[config.mk]
export PLATFORM = sky130hd
export DESIGN_NAME = rvc_regs
export DESIGN_NICKNAME = d
export VERILOG_FILES = /design/src/verilog/rvc_pkg.sv /design/src/verilog/rvc_reg_cell.sv /design/src/verilog/rvc_regs.sv
export SDC_FILE = /design/constraint.sdc
export NUM_CORES = 1
export LEC_CHECK = 0
export BUFFER_PORTS_ARGS = -buffer_cell sky130_fd_sc_hd__clkbuf_2
export CAP_MARGIN = 15
export CORE_ASPECT_RATIO = 1.2
export CORE_MARGIN = 3
export CORE_UTILIZATION = 49
export DETAILED_ROUTE_END_ITERATION = 6
export MAX_ROUTING_LAYER = met4
export PLACE_DENSITY = 0.78
export SYNTH_ARGS = -nofsm -noshare
export SYNTH_HDL_FRONTEND = slang
export SYNTH_SLANG_ARGS = --single-unit
[constraint.sdc]
create_clock -name clk_sys_i -period 3.89 [get_ports clk_sys_i]
set_input_delay 0.5835 -clock clk_sys_i [delete_from_list [all_inputs] [get_ports clk_sys_i]]
set_output_delay 0.5835 -clock clk_sys_i [all_outputs]
set_load 0.01 [all_outputs]
[src/verilog/rvc_pkg.sv]
// Constants and carrier types for the regulator voltage code register bank.
// Assumes a serial management front end that hands over decoded byte
// accesses, one request per cycle, on the system clock.
`default_nettype none

package rvc_pkg;

  // ==========================================================================
  // Register offsets and geometry.
  localparam logic [7:0] RVC_OFS_STEP_B  = 8'h96;
  localparam logic [7:0] RVC_OFS_STEP_C  = 8'h98;
  localparam logic [7:0] RVC_OFS_LINEAR  = 8'h9a;
  localparam int         RVC_NREG        = 3;
  localparam logic [1:0] RVC_IDX_STEP_B  = 2'h0;
  localparam logic [1:0] RVC_IDX_STEP_C  = 2'h1;
  localparam logic [1:0] RVC_IDX_LINEAR  = 2'h2;
  localparam logic [1:0] RVC_IDX_NONE    = 2'h3;

  // ==========================================================================
  // Field positions.
  localparam int         RVC_STEP_CODE_MSB = 6;
  localparam int         RVC_LIN_SLP_MSB   = 7;
  localparam int         RVC_LIN_SLP_LSB   = 4;
  localparam int         RVC_LIN_NRM_MSB   = 3;

  // ==========================================================================
  // Reset values, the second and third being variant defaults; then the unmapped read value.
  localparam logic [7:0] RVC_RST_STEP_B   = 8'h4b;
  localparam logic [7:0] RVC_RST_STEP_C   = 8'h3d;
  localparam logic [7:0] RVC_RST_LINEAR   = 8'haa;
  localparam logic [7:0] RVC_RDATA_UNMAP  = 8'h00;

  // ==========================================================================
  // Access request from the serial management front end.
  typedef struct packed {
    logic       wr;
    logic       rd;
    logic [7:0] addr;
    logic [7:0] wdata;
  } rvc_req_s;

  // Maps a byte offset onto a register index, or none.
  function automatic logic [1:0] rvc_decode(input logic [7:0] addr);
    case (addr)
      RVC_OFS_STEP_B: rvc_decode = RVC_IDX_STEP_B;
      RVC_OFS_STEP_C: rvc_decode = RVC_IDX_STEP_C;
      RVC_OFS_LINEAR: rvc_decode = RVC_IDX_LINEAR;
      default:        rvc_decode = RVC_IDX_NONE;
    endcase
  endfunction

endpackage : rvc_pkg

`default_nettype wire

[src/verilog/rvc_reg_cell.sv]
// One byte-wide read/write register with a constant reset value.
// Assumes the write strobe is already decoded and synchronous to clk_sys_i.
`timescale 1ns/100ps
`default_nettype none

module rvc_reg_cell #(
  parameter logic [7:0] RST_VAL = 8'h00
) (
  // Clock, reset and enable.
  input  wire logic       clk_sys_i,
  input  wire logic       arst_n_i,
  input  wire logic       ce_i,
  // Write port.
  input  wire logic       wr_i,
  input  wire logic [7:0] wdata_i,
  // Stored value.
  output logic      [7:0] q_o
);

  logic [7:0] q_q;
  logic [7:0] q_d;

  // ==========================================================================
  // Every bit, reserved ones included, takes the written byte.
  always_comb begin
    q_d = q_q;
    if (ce_i && wr_i) begin
      q_d = wdata_i;
    end
  end

  // Holds the register; reset loads the fixed default.
  always_ff @(posedge clk_sys_i or negedge arst_n_i) begin
    if (!arst_n_i) begin
      q_q <= RST_VAL;
    end else begin
      q_q <= q_d;
    end
  end

  assign q_o = q_q;

endmodule // rvc_reg_cell

`default_nettype wire

[src/verilog/rvc_regs.sv]
// Regulator voltage code register bank: two step-down codes and a split
// sleep/normal linear regulator code, with registered code outputs.
// Assumes decoded byte accesses from the serial front end on clk_sys_i and
// an asynchronous sleep-state pin that is synchronised here.
//
// How it works
// - Step-down B code register at 0x96, code in bits 6..0, resets to 0x4b.
// - A zero code is legal and holds the power-good indication high.
// - Step-down C code register at 0x98, seven-bit code, variant reset value.
// - Linear register at 0x9a: sleep code bits 7..4, normal code bits 3..0.
// - Linear output uses the sleep code while sleep_state_n is low.
// - Both linear codes reset to a variant value, 1010 or 0000.
// - Every bit of all three registers is readable and writable.
`timescale 1ns/100ps
`default_nettype none

module rvc_regs
  import rvc_pkg::*;
#(
  parameter logic [7:0] RST_STEP_C = RVC_RST_STEP_C,
  parameter logic [7:0] RST_LINEAR = RVC_RST_LINEAR
) (
  // Clock, reset and enable.
  input  wire logic       clk_sys_i,
  input  wire logic       arst_n_i,
  input  wire logic       ce_i,
  // Register access from the serial front end.
  input  wire rvc_req_s   req_i,
  output logic      [7:0] rdata_o,
  output logic            rd_valid_o,
  // Sleep-state pin, active low.
  input  wire logic       sleep_state_n_i,
  // Regulator codes and power-good holds.
  output logic      [6:0] step_down_b_code_o,
  output logic      [6:0] step_down_c_code_o,
  output logic      [3:0] linear_reg_code_o,
  output logic      [2:0] pgood_hold_o
);

  localparam logic [7:0] RST_TABLE [RVC_NREG] =
    '{RVC_RST_STEP_B, RST_STEP_C, RST_LINEAR};

  logic [1:0] wr_idx;
  logic [1:0] rd_idx;
  logic [7:0] reg_q [RVC_NREG];

  // ==========================================================================
  // Register storage.
  assign wr_idx = rvc_decode(req_i.addr);
  assign rd_idx = wr_idx;

  // One cell per register, each with its own reset value.
  generate
    for (genvar i = 0; i < RVC_NREG; i++) begin : g_cell
      rvc_reg_cell #(
        .RST_VAL   (RST_TABLE[i])
      ) u_cell (
        .clk_sys_i (clk_sys_i),
        .arst_n_i  (arst_n_i),
        .ce_i      (ce_i),
        .wr_i      (req_i.wr && (wr_idx == 2'(i))),
        .wdata_i   (req_i.wdata),
        .q_o       (reg_q[i])
      );
    end
  endgenerate

  // ==========================================================================
  // Read path.
  logic [7:0] rdata_q;
  logic [7:0] rdata_d;
  logic       rd_valid_q;
  logic       rd_valid_d;

  // Returns the whole stored byte; unmapped offsets read as zero.
  always_comb begin
    rdata_d    = rdata_q;
    rd_valid_d = rd_valid_q;
    if (ce_i) begin
      rd_valid_d = req_i.rd;
      if (req_i.rd) begin
        case (rd_idx)
          RVC_IDX_STEP_B: rdata_d = reg_q[0];
          RVC_IDX_STEP_C: rdata_d = reg_q[1];
          RVC_IDX_LINEAR: rdata_d = reg_q[2];
          default:        rdata_d = RVC_RDATA_UNMAP;
        endcase
      end
    end
  end

  // Registers the read answer.
  always_ff @(posedge clk_sys_i or negedge arst_n_i) begin
    if (!arst_n_i) begin
      rdata_q    <= 8'h00;
      rd_valid_q <= 1'b0;
    end else begin
      rdata_q    <= rdata_d;
      rd_valid_q <= rd_valid_d;
    end
  end

  assign rdata_o    = rdata_q;
  assign rd_valid_o = rd_valid_q;

  // ==========================================================================
  // Sleep-state synchroniser and code outputs.
  logic       slp_meta_q;
  logic       slp_sync_q;
  logic [6:0] code_b_q;
  logic [6:0] code_c_q;
  logic [3:0] code_l_q;
  logic [2:0] pg_q;
  logic       slp_meta_d;
  logic       slp_sync_d;
  logic [6:0] code_b_d;
  logic [6:0] code_c_d;
  logic [3:0] code_l_d;
  logic [2:0] pg_d;

  // Picks the active linear code and flags zero codes for power-good.
  always_comb begin
    slp_meta_d = slp_meta_q;
    slp_sync_d = slp_sync_q;
    code_b_d   = code_b_q;
    code_c_d   = code_c_q;
    code_l_d   = code_l_q;
    pg_d       = pg_q;
    if (ce_i) begin
      slp_meta_d = sleep_state_n_i;
      slp_sync_d = slp_meta_q;
      // Bit 7 is left out of both step-down codes.
      code_b_d   = reg_q[0][RVC_STEP_CODE_MSB:0];
      code_c_d   = reg_q[1][RVC_STEP_CODE_MSB:0];
      if (!slp_sync_q) begin
        code_l_d = reg_q[2][RVC_LIN_SLP_MSB:RVC_LIN_SLP_LSB];
      end else begin
        code_l_d = reg_q[2][RVC_LIN_NRM_MSB:0];
      end
      // A zero code is passed through unchanged and holds power-good.
      pg_d[0] = (code_b_d == 7'h00);
      pg_d[1] = (code_c_d == 7'h00);
      pg_d[2] = (code_l_d == 4'h0);
    end
  end

  // Registers the synchroniser and all regulator-facing outputs.
  always_ff @(posedge clk_sys_i or negedge arst_n_i) begin
    if (!arst_n_i) begin
      slp_meta_q <= 1'b1;
      slp_sync_q <= 1'b1;
      code_b_q   <= RVC_RST_STEP_B[6:0];
      code_c_q   <= RST_STEP_C[6:0];
      code_l_q   <= RST_LINEAR[3:0];
      // A zero reset code must hold power-good from the very first cycle.
      pg_q       <= {(RST_LINEAR[3:0] == 4'h0),
                     (RST_STEP_C[6:0] == 7'h00),
                     (RVC_RST_STEP_B[6:0] == 7'h00)};
    end else begin
      slp_meta_q <= slp_meta_d;
      slp_sync_q <= slp_sync_d;
      code_b_q   <= code_b_d;
      code_c_q   <= code_c_d;
      code_l_q   <= code_l_d;
      pg_q       <= pg_d;
    end
  end

  assign step_down_b_code_o = code_b_q;
  assign step_down_c_code_o = code_c_q;
  assign linear_reg_code_o  = code_l_q;
  assign pgood_hold_o       = pg_q;

  // ==========================================================================
  // Assertions.
  logic wr_b;
  logic wr_c;
  logic wr_l;
  assign wr_b = req_i.wr && (wr_idx == RVC_IDX_STEP_B);
  assign wr_c = req_i.wr && (wr_idx == RVC_IDX_STEP_C);
  assign wr_l = req_i.wr && (wr_idx == RVC_IDX_LINEAR);
endmodule // rvc_regs

`default_nettype wire
; Word level (Yosys, flattened, before mapping)
; Cells that the tools add are included.
[word_totals]
inputBits = 22
mem_bits_rw = 0
rom_bits = 0
latchBits = 0
n_memories = 0
register_bits = 56
output_inout_bits = 30
[classes]
magnitude_cmp = 0
addsub = 0
n_mux = 4
n_div = 0
shift = 0
n_eq_ne = 5
n_reduce_logical = 11
mul = 0
bitwise_logic = 0
[ops]
columns = operator, count
row1 = $eq A8 B8 Y1 const B, 3
row2 = $pmux W8 S3, 1
row3 = $logic_not A7 Y1, 2
row4 = $mux W4, 2
row5 = $logic_and A1 B1 Y1, 6
row6 = $pmux W2 S3, 1
row7 = $logic_not A4 Y1, 1
row8 = $eq A2 B1 Y1 const B, 1
row9 = $eq A2 B2 Y1 const B, 1
row10 = $logic_not A2 Y1, 1
row11 = $reduce_and A2 Y1, 1

; Logic depth before layout (Yosys ltp)
[depth]
word_depth = 5
ltp_mapped = 6
mapped_depth_nobuf = 4

; Hierarchy
; From an unflattened synthesis, not the netlist that was laid out.
[unflattened]
hier_cells = 179
area_unflattened_um2 = 2449.8
[by_module_without_submodules]
columns = mod, area_each_um2, instances, cells_per_inst
row1 = rvc_regs, 1544.0, 1, 128
row2 = rvc_reg_cell at g_cell[0].u_cell ..., 301.5, 2, 17
row3 = rvc_reg_cell at g_cell[1].u_cell, 302.8, 1, 17

; Worst setup path before layout
; Ideal clock, no wire load.
[synth_timing]
kind = input port to flip-flop
from = input req_i[12] (netlist name)
to = register g_cell[2].u_cell.q_q[0]
slack_ps = 1905
setup_time_ps = 125
stages = 5
arrival_time_ps = 1860
required_ps = 3765
path_cell_list = nor2b_1 > nand3_2 > or4b_4 > buf_6 > mux2_4
[synth_between]
elab_chain_len = 5
word_cells_on_any_way = 7
classes_between = 4 x eq/ne / 1 x mux / 2 x reduce/logical
[synth_lines]
columns = element, line
row1 = start: declaration, rvc_regs.sv:28  ; input wire rvc_req_s req_i,
row2 = $eq A8 B8 Y1, rvc_pkg.sv:44  ; case (addr)
row3 = $pmux W2 S3 *, rvc_pkg.sv:44
row4 = $eq A2 B2 Y1 *, rvc_regs.sv:61  ; .wr_i (req_i.wr && (wr_idx == 2'(i))),
row5 = $logic_and A1 B1 Y1 *, --
row6 = $logic_and A1 B1 Y1 *, rvc_reg_cell.sv:27  ; if (ce_i && wr_i) begin
row7 = end signal: assignment, rvc_reg_cell.sv:37  ; q_q <= q_d;
row8 = end: declaration, rvc_reg_cell.sv:20  ; logic [7:0] q_q;
; Mark *: on every way between the ends. The rest lies on a longest branch, timed or not.
; A chain may end at the register's enable or synchronous reset.

; Final worst setup path
[layout_timing]
from = input ce_i
to = register g_cell[0].u_cell.q_q[4]
[layout_between]
elab_chain_len = 1
[layout_lines]
columns = element, line
row1 = start: declaration, rvc_regs.sv:26  ; input wire logic ce_i,
row2 = $logic_and A1 B1 Y1, rvc_reg_cell.sv:27
row3 = end signal: assignment, rvc_reg_cell.sv:37
row4 = end: declaration, rvc_reg_cell.sv:20
; No other way between the ends.

==> metrics <==
Yosys cell types=31; Die Wd=70.9 µm; # DRC=0; core region area=0.00473 mm²; DPL Wire Length=3660 µm; clock slew at reported path FFs=0.10 ns; status=finished clean; GRT Util Overall=18.8%; clk_lat worst skew=0.31 ns; total CTS buffers=5; largest cells by area after synthesis=dfrtp_1, dfstp_2, mux2_2; ANT cells=0; drt initial violations=180; Leakage=1.40 nW; Worst Skew=0.0103 ns; GR Overflow Total=0; EDFF count, synth=0; slowest CP cell=nor2b_1; number of routed nets with antenna violations=0; Top delay family on crit path=simple AND/OR/NAND/NOR gates; total wire length=4970 µm; period utilization=60.8%; maximum clock path buffer count=2; fin nets=244; cell taking the most area after synthesis=dfrtp_1; Slew @ Worst Pin=0.836 ns; YS warnings=0; Buf/Inv on CP=1; cts hold-fix bufs=0; Root Buffer=clkbuf_8; r2r setup slk=2.26 ns; met3 routed WL=214 µm; DR WL/cell=17.7 µm; worst hold path type=primary input to async pin; Vias/cell=5.47; number of port buffers=51; FMAX=423 MHz; max-slew violations=0; Cells after Synth=172; max-cap violations=0; routed length on met1=2220 µm; CP peak stage delay=0.72 ns; Starting Density=52.4%; initial antenna violation count=0; Cell Area, Synth=0.00248 mm²; TritonCTS Sinks=56; Synth Register Bits=56; CTS tree=yes; P per Cell Area=407 mW/mm²; final hold violation count=0; Syn Area/Cell=14.4 µm²; met2 routed WL=2470 µm; area grow syn2layout=17.0%; final core occ=61.3%; H-tree levels=2; Die Area=0.00595 mm²; post-route design area=0.00290 mm²; Core Rows=27; Ports=52; Peak VDD IR=217 µV; placed instance area=0.00276 mm²; Syn Nets=194; Arr. time, crit path=2.57 ns; Synth top cells by count=mux2_2, dfrtp_1, dfstp_2; first-pass GRT wire length=8540 µm; cts repair resizes=0; Post-CTS Setup Inserts=0; Tmin final=2.37 ns; CP required=4.09 ns; layout cells sized above 1=59.2%; crit path capture type=flip-flop; leading cell type by number of instances after synthesis=mux2_2; CP max FO=33; endpoints failing setup=0; kind of critical path=primary input to flip-flop; Synth top area share=30.3%; gpl congestion=0.781; crit start category=primary input; Die Span Y=83.9 µm; Post-synth ARST share=100%; Main synth FF type=dfrtp_1; top routing layer in use=met4; RSZ-0062 raised after global routing=no; via count=1537; vias in the first global route=1672; cells along the critical path=clkbuf_2 > nand2_1 > nor2b_1 > mux2_2; Total Neg Setup Slack=0 ns; drt pass-1 iters=4; sequential area share after synthesis=57.9%; largest net degree at the start of global routing=34; Worst slew margin=44.1%
layout make-up:
| cell class | instances | area [µm²] |
|---|---|---|
| fillers | 379 | 1830 |
| flip-flops and latches | 56 | 1430 |
| multi-input cells | 104 | 981 |
| repair buffers | 52 | 263 |
| well taps | 58 | 72.6 |
| clock buffers | 5 | 68.8 |
| clock inverters | 3 | 68.8 |
| inverters | 3 | 11.3 |
metal layers:
metal / vias to the layer above / track usage [%]
met2: 37 / 29.8
met5: - / -
li1: 732 / -
met3: 7 / 4.70
met4: 0 / 6.50
met1: 761 / 23.3
registers in the layout, indices dropped and copies added (netlist names):
signal and cells:
g_cell.u_cell.q_o 24, pgood_hold_o 3, step_down_b_code_o 7, step_down_c_code_o 7
slp_sync_q 1, rd_valid_o 1, linear_reg_code_o 4, slp_meta_q 1
rdata_o 8
where the power goes:
| group | switching, W | internal, W |
|---|---|---|
| sequential | 0.0000188 | 0.000613 |
| clock | 0.000189 | 0.000259 |
| combinational | 0.0000533 | 0.0000470 |
kinds of logic (layout without fill, tap and decap cells):
logic type / Yosys count / after routing / share of synthesized area [%]
buf+inv: 12 / 63 / 2.53
flops: 56 / 56 / 57.9
compound gates: 25 / 25 / 7.73
simple gates: 27 / 27 / 7.63
mux: 52 / 52 / 24.2
worst paths after layout:
path | startpoint | endpoint | cells after the start
max in group asynchronous | arst_n_i | step_down_c_code_o[5] | 2
hold / removal | arst_n_i | g_cell[2].u_cell.q_o[0] | 1
setup / recovery | ce_i | g_cell[0].u_cell.q_o[4] | 4
hold reg to reg | pgood_hold_o[2] | pgood_hold_o[2] | 1
min in group clk_sys_i | pgood_hold_o[2] | pgood_hold_o[2] | 1
setup reg to reg | slp_sync_q | pgood_hold_o[2] | 3
metrics by stage:
step / hold WS, ns / power [W] / worst slack [ns] / cells
final: 0.291 / 0.00118 / 1.52 / 281
after CTS: 0.300 / 0.00120 / 1.52 / 281
after global placement: 0.467 / 0.000741 / 1.24 / 273
after floorplan: 0.288 / 0.000694 / 1.90 / 172
after global routing: 0.332 / 0.00123 / 1.35 / 281
after detailed placement: 0.480 / 0.000745 / 1.21 / 273
placed cells by master, fill, tap and decap left out, types with 2 or more instances in the layout:
cell | synthesis | layout
a21oi_1 | 4 | 4
a22o_1 | 8 | 8
bufinv_16 | 0 | 2
clkbuf_2 | 0 | 51
clkbuf_8 | 0 | 5
dfrtp_1 | 30 | 30
dfstp_2 | 26 | 26
inv_1 | 3 | 3
mux2_2 | 32 | 32
mux2_4 | 8 | 8
mux2i_1 | 12 | 12
nand2_1 | 3 | 3
nand3_1 | 3 | 3
nor2_1 | 5 | 5
nor2b_1 | 3 | 3
nor3_1 | 3 | 3
nor4_1 | 2 | 2
o21ai_0 | 3 | 3
o2bb2ai_1 | 8 | 8
Power figures use the tool's default switching activity.
